`config.mk`:
```
export PLATFORM = sky130hd
export DESIGN_NAME = timed_io_port
export DESIGN_NICKNAME = d
export VERILOG_FILES = /design/src/hw/timed_io_pkg.sv /design/src/hw/clock_blocks.sv /design/src/hw/pin_share.sv /design/src/hw/timed_io_port.sv
export SDC_FILE = /design/constraint.sdc
export NUM_CORES = 1
export LEC_CHECK = 0
export CAP_MARGIN = 20
export CORE_ASPECT_RATIO = 0.75
export CORE_MARGIN = 10
export CORE_UTILIZATION = 50
export DETAILED_ROUTE_END_ITERATION = 8
export DONT_BUFFER_PORTS = 1
export PLACE_DENSITY = 0.77
export SLEW_MARGIN = 20
export SYNTH_ARGS = -nofsm -noshare
export SYNTH_HDL_FRONTEND = slang
export SYNTH_SLANG_ARGS = --single-unit
export TNS_END_PERCENT = 30
```
`constraint.sdc`:
```
create_clock -name clock_in -period 3 [get_ports clock_in]
set_input_delay 0.3 -clock clock_in [delete_from_list [all_inputs] [get_ports clock_in]]
set_output_delay 0.3 -clock clock_in [all_outputs]
set_load 0.03 [all_outputs]
```
`src/hw/timed_io_pkg.sv`:
```
package timed_io_pkg;

  // ----------------------------------------------------------------------
  // Sizes and timing
  // ----------------------------------------------------------------------
  localparam int XFER_W = 32;
  localparam int COUNT_W = 16;
  localparam int NUM_CLKBLK = 6;
  localparam int CLKSEL_W = 3;
  localparam int DIV_W = 8;
  localparam int SLOT_W = 6;
  localparam int CORE_CLK_MHZ = 100;
  localparam int REF_CLK_MHZ = 100;
  localparam int REF_TICK_CYCLES = CORE_CLK_MHZ / REF_CLK_MHZ;

  // ----------------------------------------------------------------------
  // Reset values and command field positions
  // ----------------------------------------------------------------------
  localparam logic [CLKSEL_W-1:0] CLKSEL_RST = 3'h0;
  localparam logic [COUNT_W-1:0] COUNT_RST = 16'h0000;
  localparam logic [DIV_W-1:0] DIV_RST = 8'h00;
  localparam int CFG_DIR_OUT_BIT = 0;
  localparam int CFG_OD_BIT = 1;
  localparam int CFG_STB_IN_BIT = 2;
  localparam int CFG_STB_OUT_BIT = 3;
  localparam int CFG_EN_BIT = 4;
  localparam int CFG_CLKSEL_LSB = 8;
  localparam int CBC_SRC_PIN_BIT = 0;
  localparam int CBC_DIV_LSB = 8;

  typedef enum logic [3:0] {
    OP_NOP = 4'h0,
    OP_CONFIG = 4'h1,
    OP_OUT = 4'h2,
    OP_IN = 4'h3,
    OP_SET_TIME = 4'h4,
    OP_SET_COND = 4'h5,
    OP_GET_COUNT = 4'h6,
    OP_GET_STAMP = 4'h7,
    OP_CLK_CONFIG = 4'h8
  } op_t;

  typedef enum logic [1:0] {
    COND_NONE = 2'h0,
    COND_EQ = 2'h1,
    COND_NEQ = 2'h2
  } cond_t;

  typedef enum logic [2:0] {
    ST_OFF = 3'b001,
    ST_OUT = 3'b010,
    ST_IN = 3'b100
  } port_state_t;

endpackage

```
`src/hw/clock_blocks.sv`:
```
`timescale 1ns/1ns
module clock_blocks (
  input wire logic clock_in,
  input wire logic rst_in,
  input wire logic cfg_we_in,
  input wire logic [timed_io_pkg::CLKSEL_W-1:0] cfg_idx_in,
  input wire logic cfg_src_pin_in,
  input wire logic [timed_io_pkg::DIV_W-1:0] cfg_div_in,
  input wire logic ext_clk_pin_in,
  output logic [timed_io_pkg::NUM_CLKBLK-1:0] tick_out
);

  localparam int N = timed_io_pkg::NUM_CLKBLK;
  localparam int RW = $clog2(timed_io_pkg::REF_TICK_CYCLES + 1);

  logic [RW-1:0] ref_cnt_q, ref_cnt_d;
  logic ext_prev_q;
  logic [N-1:0] src_pin_q, src_pin_d;
  logic [timed_io_pkg::DIV_W-1:0] div_q [N];
  logic [timed_io_pkg::DIV_W-1:0] div_d [N];
  logic [timed_io_pkg::DIV_W-1:0] cnt_q [N];
  logic [timed_io_pkg::DIV_W-1:0] cnt_d [N];
  logic ref_tick;
  logic ext_rise;

  // ----------------------------------------------------------------------
  // Next values
  // ----------------------------------------------------------------------
  // Block 0 is fixed to the reference tick; the others pick a source and divide it.
  always_comb begin
    ref_tick = (ref_cnt_q == RW'(timed_io_pkg::REF_TICK_CYCLES - 1));
    ref_cnt_d = ref_tick ? '0 : ref_cnt_q + RW'(1);
    ext_rise = ext_clk_pin_in & ~ext_prev_q;
    src_pin_d = src_pin_q;
    tick_out = '0;
    tick_out[0] = ref_tick;
    for (int i = 0; i < N; i++) begin
      div_d[i] = div_q[i];
      cnt_d[i] = cnt_q[i];
      if (i != 0) begin
        if (src_pin_q[i] ? ext_rise : ref_tick) begin
          if (cnt_q[i] == div_q[i]) begin
            cnt_d[i] = '0;
            tick_out[i] = 1'b1;
          end else begin
            cnt_d[i] = cnt_q[i] + 1'b1;
          end
        end
        if (cfg_we_in && cfg_idx_in == timed_io_pkg::CLKSEL_W'(i)) begin
          src_pin_d[i] = cfg_src_pin_in;
          div_d[i] = cfg_div_in;
          cnt_d[i] = '0;
        end
      end
    end
  end

  // ----------------------------------------------------------------------
  // Registers
  // ----------------------------------------------------------------------
  // The pin is already synchronous, so one stage suffices for edge detection.
  always_ff @(posedge clock_in) begin
    if (rst_in) begin
      ref_cnt_q <= '0;
      ext_prev_q <= 1'b0;
      src_pin_q <= '0;
      for (int i = 0; i < N; i++) begin
        div_q[i] <= timed_io_pkg::DIV_RST;
        cnt_q[i] <= '0;
      end
    end else begin
      ref_cnt_q <= ref_cnt_d;
      ext_prev_q <= ext_clk_pin_in;
      src_pin_q <= src_pin_d;
      for (int i = 0; i < N; i++) begin
        div_q[i] <= div_d[i];
        cnt_q[i] <= cnt_d[i];
      end
    end
  end

endmodule

```
`src/hw/pin_share.sv`:
```
`timescale 1ns/1ns
module pin_share #(
  parameter int WIDTH = 8
) (
  input wire logic [WIDTH-1:0] port_out_in,
  input wire logic [WIDTH-1:0] port_oe_in,
  input wire logic link_enable_in,
  input wire logic [WIDTH-1:0] link_out_in,
  input wire logic [WIDTH-1:0] link_oe_in,
  input wire logic [WIDTH-1:0] narrow_claim_in,
  input wire logic [WIDTH-1:0] narrow_out_in,
  input wire logic [WIDTH-1:0] narrow_oe_in,
  output logic [WIDTH-1:0] pin_out,
  output logic [WIDTH-1:0] pin_oe
);

  // ----------------------------------------------------------------------
  // Per-pin owner selection
  // ----------------------------------------------------------------------
  // Link beats narrow port beats this port; decided pin by pin.
  always_comb begin
    for (int i = 0; i < WIDTH; i++) begin
      if (link_enable_in) begin
        pin_out[i] = link_out_in[i];
        pin_oe[i] = link_oe_in[i];
      end else if (narrow_claim_in[i]) begin
        pin_out[i] = narrow_out_in[i];
        pin_oe[i] = narrow_oe_in[i];
      end else begin
        pin_out[i] = port_out_in[i];
        pin_oe[i] = port_oe_in[i];
      end
    end
  end

endmodule

```
`src/hw/timed_io_port.sv`:
```
`timescale 1ns/1ns
module timed_io_port #(
  parameter int WIDTH = 8
) (
  input wire logic clock_in,
  input wire logic rst_in,
  input wire logic cmd_valid_in,
  input wire timed_io_pkg::op_t cmd_op_in,
  input wire logic [31:0] cmd_data_in,
  input wire logic [7:0] cmd_arg_in,
  output logic cmd_ready_out,
  output logic rsp_valid_out,
  output logic [31:0] rsp_data_out,
  output logic event_out,
  input wire logic [WIDTH-1:0] pin_in,
  output logic [WIDTH-1:0] pin_out,
  output logic [WIDTH-1:0] pin_oe_out,
  input wire logic strobe_in,
  output logic strobe_out,
  input wire logic ext_clk_pin_in,
  input wire logic link_enable_in,
  input wire logic [WIDTH-1:0] link_pin_out_in,
  input wire logic [WIDTH-1:0] link_pin_oe_in,
  input wire logic [WIDTH-1:0] narrow_claim_in,
  input wire logic [WIDTH-1:0] narrow_pin_out_in,
  input wire logic [WIDTH-1:0] narrow_pin_oe_in
);

  localparam int XW = timed_io_pkg::XFER_W;
  localparam int CW = timed_io_pkg::COUNT_W;
  localparam int SW = timed_io_pkg::SLOT_W;
  localparam int SLOTS = XW / WIDTH;

  // ----------------------------------------------------------------------
  // State
  // ----------------------------------------------------------------------
  timed_io_pkg::port_state_t state_q, state_d;
  timed_io_pkg::cond_t cond_q, cond_d;
  logic od_q, od_d;
  logic stb_in_en_q, stb_in_en_d;
  logic stb_out_en_q, stb_out_en_d;
  logic [timed_io_pkg::CLKSEL_W-1:0] clksel_q, clksel_d;
  logic [CW-1:0] count_q, count_d;
  logic [CW-1:0] stamp_q, stamp_d;
  logic [CW-1:0] time_q, time_d;
  logic timed_q, timed_d;
  logic [WIDTH-1:0] cond_val_q, cond_val_d;
  logic [XW-1:0] xfer_q, xfer_d;
  logic xfer_full_q, xfer_full_d;
  logic [XW-1:0] shift_q, shift_d;
  logic [SW-1:0] slot_q, slot_d;
  logic [WIDTH-1:0] drive_q, drive_d;
  logic strobe_q, strobe_d;
  logic rsp_valid_q, rsp_valid_d;
  logic [31:0] rsp_q, rsp_d;
  logic event_q, event_d;

  logic [timed_io_pkg::NUM_CLKBLK-1:0] cb_tick;
  logic tick;
  logic time_ok;
  logic take;
  logic [XW-1:0] shift_in;
  logic [WIDTH-1:0] port_out;
  logic [WIDTH-1:0] port_oe;

  // ----------------------------------------------------------------------
  // Helpers
  // ----------------------------------------------------------------------
  // Equality or inequality against the programmed value; none never holds.
  function automatic logic cond_met(input timed_io_pkg::cond_t mode,
                                    input logic [WIDTH-1:0] pins,
                                    input logic [WIDTH-1:0] value);
    logic hit;
    hit = 1'b0;
    unique case (mode)
      timed_io_pkg::COND_EQ: hit = (pins == value);
      timed_io_pkg::COND_NEQ: hit = (pins != value);
      timed_io_pkg::COND_NONE: hit = 1'b0;
      default: hit = 1'b0;
    endcase
    return hit;
  endfunction

  // ----------------------------------------------------------------------
  // Clock blocks and pin sharing
  // ----------------------------------------------------------------------
  // Clock block configuration rides on the same command stream as the port.
  clock_blocks u_clock_blocks (
    .clock_in(clock_in),
    .rst_in(rst_in),
    .cfg_we_in(cmd_valid_in && cmd_op_in == timed_io_pkg::OP_CLK_CONFIG),
    .cfg_idx_in(cmd_arg_in[timed_io_pkg::CLKSEL_W-1:0]),
    .cfg_src_pin_in(cmd_data_in[timed_io_pkg::CBC_SRC_PIN_BIT]),
    .cfg_div_in(cmd_data_in[timed_io_pkg::CBC_DIV_LSB +: timed_io_pkg::DIV_W]),
    .ext_clk_pin_in(ext_clk_pin_in),
    .tick_out(cb_tick)
  );

  pin_share #(
    .WIDTH(WIDTH)
  ) u_pin_share (
    .port_out_in(port_out),
    .port_oe_in(port_oe),
    .link_enable_in(link_enable_in),
    .link_out_in(link_pin_out_in),
    .link_oe_in(link_pin_oe_in),
    .narrow_claim_in(narrow_claim_in),
    .narrow_out_in(narrow_pin_out_in),
    .narrow_oe_in(narrow_pin_oe_in),
    .pin_out(pin_out),
    .pin_oe(pin_oe_out)
  );

  // Only the selected clock block paces this port; selector codes 6 and 7
  // name no block and never tick, so a bad code stalls rather than aliases.
  assign tick = (clksel_q < timed_io_pkg::CLKSEL_W'(timed_io_pkg::NUM_CLKBLK)) ?
                cb_tick[clksel_q] : 1'b0;
  assign time_ok = !timed_q || (count_q == time_q);
  assign take = !stb_in_en_q || strobe_in;
  assign shift_in = (shift_q >> WIDTH) | (XW'(pin_in) << (XW - WIDTH));

  // Open-drain releases the pin for a one so an external pull-up sets the level.
  always_comb begin
    port_out = '0;
    port_oe = '0;
    if (state_q == timed_io_pkg::ST_OUT) begin
      if (od_q) begin
        port_out = '0;
        port_oe = ~drive_q;
      end else begin
        port_out = drive_q;
        port_oe = '1;
      end
    end
  end

  // A command that would have to wait is held off by ready rather than
  // stretched, so every accepted command finishes in the cycle it is taken.
  always_comb begin
    unique case (cmd_op_in)
      timed_io_pkg::OP_OUT: cmd_ready_out = !xfer_full_q;
      timed_io_pkg::OP_IN: cmd_ready_out = xfer_full_q;
      default: cmd_ready_out = 1'b1;
    endcase
  end

  // ----------------------------------------------------------------------
  // Next values
  // ----------------------------------------------------------------------
  // Pin-side transfers are computed first; core commands follow and a pin-side
  // set of the full flag wins over the IN clear in the same cycle, while CONFIG clears it regardless.
  always_comb begin
    state_d = state_q;
    cond_d = cond_q;
    od_d = od_q;
    stb_in_en_d = stb_in_en_q;
    stb_out_en_d = stb_out_en_q;
    clksel_d = clksel_q;
    count_d = count_q;
    stamp_d = stamp_q;
    time_d = time_q;
    timed_d = timed_q;
    cond_val_d = cond_val_q;
    xfer_d = xfer_q;
    xfer_full_d = xfer_full_q;
    shift_d = shift_q;
    slot_d = slot_q;
    drive_d = drive_q;
    strobe_d = strobe_q;
    rsp_valid_d = 1'b0;
    rsp_d = rsp_q;
    event_d = 1'b0;
    if (tick) begin
      count_d = count_q + 1'b1;
      strobe_d = 1'b0;
    end
    // Output path: transfer register feeds the serializer, low slice first.
    if (tick && state_q == timed_io_pkg::ST_OUT) begin
      if (slot_q != '0) begin
        drive_d = shift_q[WIDTH-1:0];
        shift_d = shift_q >> WIDTH;
        slot_d = slot_q - 1'b1;
        strobe_d = stb_out_en_q;
      end else if (xfer_full_q && time_ok) begin
        drive_d = xfer_q[WIDTH-1:0];
        shift_d = xfer_q >> WIDTH;
        slot_d = SW'(SLOTS - 1);
        xfer_full_d = 1'b0;
        stamp_d = count_q;
        timed_d = 1'b0;
        strobe_d = stb_out_en_q;
        event_d = 1'b1;
      end
    end
    // Input path: a condition captures one sample, otherwise words assemble.
    if (tick && state_q == timed_io_pkg::ST_IN && time_ok) begin
      if (cond_q != timed_io_pkg::COND_NONE) begin
        if (take && cond_met(cond_q, pin_in, cond_val_q)) begin
          xfer_d = XW'(pin_in);
          xfer_full_d = 1'b1;
          stamp_d = count_q;
          cond_d = timed_io_pkg::COND_NONE;
          timed_d = 1'b0;
          event_d = 1'b1;
        end
      end else if (take) begin
        timed_d = 1'b0;
        shift_d = shift_in;
        if (slot_q == SW'(SLOTS - 1)) begin
          xfer_d = shift_in;
          xfer_full_d = 1'b1;
          stamp_d = count_q;
          slot_d = '0;
          event_d = 1'b1;
        end else begin
          slot_d = slot_q + 1'b1;
        end
      end
    end
    // Core commands.
    if (cmd_valid_in && cmd_ready_out) begin
      unique case (cmd_op_in)
        timed_io_pkg::OP_CONFIG: begin
          if (!cmd_data_in[timed_io_pkg::CFG_EN_BIT]) begin
            state_d = timed_io_pkg::ST_OFF;
          end else if (cmd_data_in[timed_io_pkg::CFG_DIR_OUT_BIT]) begin
            state_d = timed_io_pkg::ST_OUT;
          end else begin
            state_d = timed_io_pkg::ST_IN;
          end
          od_d = cmd_data_in[timed_io_pkg::CFG_OD_BIT];
          stb_in_en_d = cmd_data_in[timed_io_pkg::CFG_STB_IN_BIT];
          stb_out_en_d = cmd_data_in[timed_io_pkg::CFG_STB_OUT_BIT];
          clksel_d = cmd_data_in[timed_io_pkg::CFG_CLKSEL_LSB +: timed_io_pkg::CLKSEL_W];
          xfer_full_d = 1'b0;
          slot_d = '0;
          timed_d = 1'b0;
          cond_d = timed_io_pkg::COND_NONE;
          drive_d = '0;
        end
        timed_io_pkg::OP_OUT: begin
          xfer_d = cmd_data_in;
          xfer_full_d = 1'b1;
        end
        timed_io_pkg::OP_IN: begin
          rsp_d = xfer_q;
          rsp_valid_d = 1'b1;
          xfer_full_d = xfer_full_d && event_d;
        end
        timed_io_pkg::OP_SET_TIME: begin
          time_d = cmd_data_in[CW-1:0];
          timed_d = 1'b1;
        end
        timed_io_pkg::OP_SET_COND: begin
          cond_val_d = cmd_data_in[WIDTH-1:0];
          cond_d = timed_io_pkg::cond_t'(cmd_arg_in[1:0]);
        end
        timed_io_pkg::OP_GET_COUNT: begin
          rsp_d = 32'(count_q);
          rsp_valid_d = 1'b1;
        end
        timed_io_pkg::OP_GET_STAMP: begin
          rsp_d = 32'(stamp_q);
          rsp_valid_d = 1'b1;
        end
        default: begin
        end
      endcase
    end
  end

  // ----------------------------------------------------------------------
  // Registers
  // ----------------------------------------------------------------------
  // Reset leaves the port off, on clock block 0, with the counter at zero.
  always_ff @(posedge clock_in) begin
    if (rst_in) begin
      state_q <= timed_io_pkg::ST_OFF;
      cond_q <= timed_io_pkg::COND_NONE;
      od_q <= 1'b0;
      stb_in_en_q <= 1'b0;
      stb_out_en_q <= 1'b0;
      clksel_q <= timed_io_pkg::CLKSEL_RST;
      count_q <= timed_io_pkg::COUNT_RST;
      stamp_q <= timed_io_pkg::COUNT_RST;
      time_q <= timed_io_pkg::COUNT_RST;
      timed_q <= 1'b0;
      cond_val_q <= '0;
      xfer_q <= '0;
      xfer_full_q <= 1'b0;
      shift_q <= '0;
      slot_q <= '0;
      drive_q <= '0;
      strobe_q <= 1'b0;
      rsp_valid_q <= 1'b0;
      rsp_q <= '0;
      event_q <= 1'b0;
    end else begin
      state_q <= state_d;
      cond_q <= cond_d;
      od_q <= od_d;
      stb_in_en_q <= stb_in_en_d;
      stb_out_en_q <= stb_out_en_d;
      clksel_q <= clksel_d;
      count_q <= count_d;
      stamp_q <= stamp_d;
      time_q <= time_d;
      timed_q <= timed_d;
      cond_val_q <= cond_val_d;
      xfer_q <= xfer_d;
      xfer_full_q <= xfer_full_d;
      shift_q <= shift_d;
      slot_q <= slot_d;
      drive_q <= drive_d;
      strobe_q <= strobe_d;
      rsp_valid_q <= rsp_valid_d;
      rsp_q <= rsp_d;
      event_q <= event_d;
    end
  end
  // Response, event and strobe outputs come straight from flip-flops, so the core sees no glitches on them.
  assign rsp_valid_out = rsp_valid_q;
  assign rsp_data_out = rsp_q;
  assign event_out = event_q;
  assign strobe_out = strobe_q;

endmodule

```
Word level (Yosys, flattened, before mapping)
Memory sizes are Yosys's and may differ from the RTL's.
Cells that the tools add are included.

word-level totals
  input bits = 98
  memories = 2
  RAM bits = 96
  output and inout port bits = 52
  flip-flop bits (word level) = 189
  logic and storage cells = 282

memories
  name                  words  width  read ports  clocked after memory_dff  write ports  line                source
  u_clock_blocks.cnt_q  6      8      5           0                         6            clock_blocks.sv:21  logic [timed_io_pkg::DIV_W-1:0] cnt_q [N];
  u_clock_blocks.div_q  6      8      5           0                         6            clock_blocks.sv:19  logic [timed_io_pkg::DIV_W-1:0] div_q [N];

cells by class
  magnitude comparators = 2
  reductions and logical operators = 29
  muxes and demuxes = 168
  $add $sub $neg = 9
  bitwise operators = 18
  equality and inequality tests = 27

operator list
  kind                   count
  $mux 32                13
  $mux 8                 41
  $mux 16                8
  $pmux 32 s3            1
  $mux 1                 84
  $mux 6                 9
  $eq 8x8->1             6
  $add 8x1->8 const B    5
  $or 24x32->32          1
  $add 16x1->16 const B  1
  $eq 16x16->1           1
  $eq 4x3->1 const B     4
  $logic_and 1x1->1      13
  $or 1x1->1             12
  $reduce_and 2->1       5
  $eq 3x2->1 const B     3
  $eq 3x3->1 const B     3
  $eq 4x2->1 const B     2
  $mux 2                 4
  $ne 8x8->1             1
  $not 8->8              1
  $add 6x1->6 const B    1
  $eq 6x2->1 const B     1
  $mux 3                 2
  other kinds (23)       31

Longest topological paths before layout
  depth in word-level cells = 17
  mapped depth = 11
  depth with buffers taken out = 8

By module
From an unflattened synthesis, not the netlist that was laid out.

second synthesis, totals
  cell total of the unflattened synthesis = 1521
  area, all modules = 12876.1 sq um

modules (own cells, without submodules)
  module         cells each  instances  area an instance (sq um)  seq. area each (sq um)
  timed_io_port  990         1          8448.1                    3643.5
  clock_blocks   480         1          4078.9                    1741.7
  pin_share      51          1          349.1                     0.0

Least setup slack after synthesis
Ideal clock, no wire load.

  path type = reg2reg
  start point = memory u_clock_blocks.cnt_q[0][32] (netlist name)
  end point = register xfer_q[20]
  path slack = 440 ps
  clock period less this slack = 2560 ps
  required time = 2943 ps
  arrival time = 2502 ps
  stages on the path, launching flop included = 12
  library setup time = 57 ps
  buffers on the path = 3
  cells stage by stage = edfxtp_1 xor2_1 nor4_1 nand2_1 o221a_1 buf_6 or3_1 buf_2 nor4_4 buf_6 a222oi_1 inv_1

RTL lines
  item                    line                  source
  start: declaration      clock_blocks.sv:21
  end signal: assignment  timed_io_port.sv:310  xfer_q <= xfer_d;
  end: declaration        timed_io_port.sv:48   logic [XW-1:0] xfer_q, xfer_d;

==> summary.txt <==
Place
  – Detailed placer's ending HPWL: 24400 µm
  – Final Wtd Congestion: 0.903
  – Area after DPL: 13000 µm²
  – Port Buf Inserts: 0
  – Cell count after placement: 1595

STA
  – Post-Route Hold Slack: 0.0181 ns
  – Maximum achievable frequency: 350 MHz
  – Post-Route Skew: 0.0188 ns
  – Unrepaired setup endpoints after global routing: true
  – Fin. max-slew vios: 0
  – Worst Tran Pin Value: 0.893 ns
  – Number of setup violations in the final report: 0
  – Total negative slack: 0 ns
  – Final hold violation count: 0
  – Final critical delay including setup and external delays: 2.86 ns
  – Max-slew headroom at the worst pin: 40.2%
  – Ratio of final minimum period to clock period: 95.4%

Final layout
  – Nets@finish: 1445
  – Fraction of final layout cells with drive strength greater than 1: 10.0%
  – Number of standard cells in the layout, taps in and fillers out: 1691
  – Post-layout instance area: 14400 µm²
  – Area growth syn-to-layout: 15.6%

Clock tree
  – Source-to-sink clock delay at the later pin of the worst-skew pair: 0.54 ns
  – Clock-pin slew reported for the worst setup and hold paths after clock tree synthesis: 0.07 ns
  – CTS tree: done
  – H-tree Lvls: 1
  – Number of buffers between clock root and the deepest sink: 3
  – Root Buffer Master: clkbuf_16
  – # clock sinks: 269
  – Clock buffer count from CTS: 27

Yosys
  – Share of synthesized area occupied by flip-flops and latches: 48.5%
  – Post-synthesis register bit count: 269
  – Largest area contributor in the netlist: dfxtp_1
  – Number of distinct library cells after synthesis: 68
  – Area share of the largest cell type after synthesis: 33.0%
  – Proportion of synthesized flip-flops having asynchronous set or reset: 0%
  – Post-synth EDFFs: 64
  – Most used standard cells in the synthesized netlist: dfxtp_1, nor2_1, nand2_1, a21oi_1, mux2i_1
  – Post-Synthesis Cell Area: 12400 µm²
  – Per-instance average area after synthesis: 9.65 µm²
  – Number of nets in the synthesized netlist: 1395
  – Ranking of synthesized cells by area: dfxtp_1, edfxtp_1, mux2i_1, nor2_1, xor2_1
  – Cell count after synthesis: 1289
  – Most used DFF post-synth: dfxtp_1
  – Count of warnings emitted by yosys: 0
  – Most used standard cell by instance count after synthesis: dfxtp_1

Floorplanning
  – Horizontal extent of the die: 202 µm
  – Number of core rows: 49
  – Top-level I/O count: 150
  – DIE HEIGHT: 157 µm
  – Die Area: 31600 µm²
  – Effective utilization at floorplan: 51.4%
  – Core area: 24200 µm²

Setup path
  – Element type at the critical path start: register
  – Class of the most critical setup path: register to register
  – Type of element capturing the critical path: register
  – Worst endpoint data arrival time: 3.33 ns
  – Critical path peak fanout: 15
  – Required @ worst endpoint: 3.47 ns
  – FF-to-FF setup slack: 0.14 ns

Run
  – Max-cap check violation count: 0

Global route
  – Antenna violations before repair: 3
  – Total overflow reported by the global router: 0
  – Global-route wire length before repair: 55000 µm
  – Via count of the first global-routing pass: 9589
  – Overall global routing resource usage: 21.3%
  – Maximum number of pins on one net before global-route repair: 127

Drt
  – Wire length per cell: 20.9 µm
  – Routed wire length: 35300 µm
  – First-pass detailed-route iteration total: 8
  – Antenna Violating Nets Remaining: 0
  – Iteration-0 DRC count of the detailed router: 1091
  – DRC viols: 0
  – Mean number of vias per cell: 6.06
  – Vias: 10200

Status
  – Outcome: completed

Worst hold path
  – Path class of the lowest-slack min-delay path: input port to register

Pwr
  – Peak supply drop: 0.000392 V
  – Power density over the cells: 541 nW/µm²
  – Final Total Pwr: 7.79 mW
  – Leakage Power: 5.80 nW
## registers in the layout, summed over array words and instances, names as in the netlist, 16 cells and up
name,flops
xfer_q,32
time_q,16
stamp_q,16
u_clock_blocks.cnt_q,40
shift_q,32
u_clock_blocks.div_q,40
rsp_data_out,32
count_q,16
## worst max-delay path, cell delays in order, from the launching register on
cell      delay (ns)
dfxtp_1         0.35
xor2_1          0.17
nor4_1          0.36
nand3_1         0.28
o221a_2         0.47
or3_4           0.47
nor4_4          0.28
buf_12          0.19
a222oi_1        0.12
inv_1           0.09
## cell type report
class                      count  area, µm²
antenna                        2       5.00
clock inverter                 8       72.6
inverter                      33        124
clock buffer                  40        788
tap                          331        414
sequential                   269       6030
multi-input combinational    912       6030
fill                        1947       9840
timing repair buffer          96        923
## cells in the final DEF, fill, tap and decap left out, types with 9 or more instances in the layout
| cell | Yosys | layout |
|---|---|---|
| mux2i_1 | 73 | 73 |
| a221oi_1 | 11 | 11 |
| dfxtp_1 | 205 | 205 |
| nor4_1 | 9 | 9 |
| a22o_1 | 41 | 41 |
| a222oi_1 | 15 | 15 |
| o21ai_0 | 20 | 20 |
| a211oi_1 | 34 | 33 |
| edfxtp_1 | 64 | 64 |
| a21oi_1 | 87 | 87 |
| nand3_1 | 43 | 42 |
| and3_1 | 22 | 21 |
| nor2_1 | 183 | 182 |
| clkbuf_16 | 0 | 28 |
| inv_1 | 33 | 33 |
| dlygate4sd3_1 | 0 | 43 |
| xnor2_1 | 38 | 38 |
| a22oi_1 | 10 | 10 |
| a21o_1 | 25 | 25 |
| nor3_1 | 14 | 13 |
| xor2_1 | 68 | 68 |
| o22ai_1 | 9 | 9 |
| nand2_1 | 88 | 88 |
| buf_4 | 2 | 46 |
| nand4_1 | 16 | 16 |
| nor2b_1 | 13 | 13 |
## final timing paths
kind | from | end | cells past startpoint
min reg2reg | stb_in_en_q | stb_in_en_q | 2
min | pin_in[4] | xfer_q[28] | 2
max | u_clock_blocks.div_q[0][43] | xfer_q[25] | 9
max reg2reg | u_clock_blocks.div_q[0][43] | xfer_q[25] | 9
## metal layers
layer / track usage [%] / wire [µm] / vias up
met5: 0 / 0 / -
met1: 28.9 / 15100 / 4916
met3: 5.92 / 3810 / 67
met4: 6.20 / 1010 / 0
li1: - / - / 4741
met2: 32.6 / 15300 / 523
## through the flow
step                      util, %  setup WS [ns]
after detailed placement     53.7         0.0866
after global routing         59.4        -0.0326
after CTS                    59.1         0.0688
after global placement       53.7          0.160
final                        59.4          0.139
after floorplan                 -          0.440
## where the power goes
part	switching, mW	internal (mW)
Clock	1.40	1.90
Combinational	0.324	0.220
Sequential	0.108	3.83
Total	1.84	5.95
## repair_timing
item / in CTS / in global routing
buffers inserted: 0 / 2
resized for setup: 0 / 10
setup endpoints to repair: 0 / 88
hold buffers: 44 / 0
hold endpoints to repair: 141 / 0
## kinds of logic after synthesis
| family | Yosys count | synth area share (%) |
|---|---|---|
| AOI/OAI and AO/OA | 273 | 15.4 |
| xor gates and xnor gates | 107 | 7.60 |
| adders and majority gates | 8 | 0.805 |
| buffers and inverters | 108 | 3.61 |
| DFF | 269 | 48.5 |
| muxes | 81 | 6.69 |
| other | 1 | 0.0302 |
| and+or+nand+nor | 442 | 17.4 |
Power figures use the tool's default switching activity.
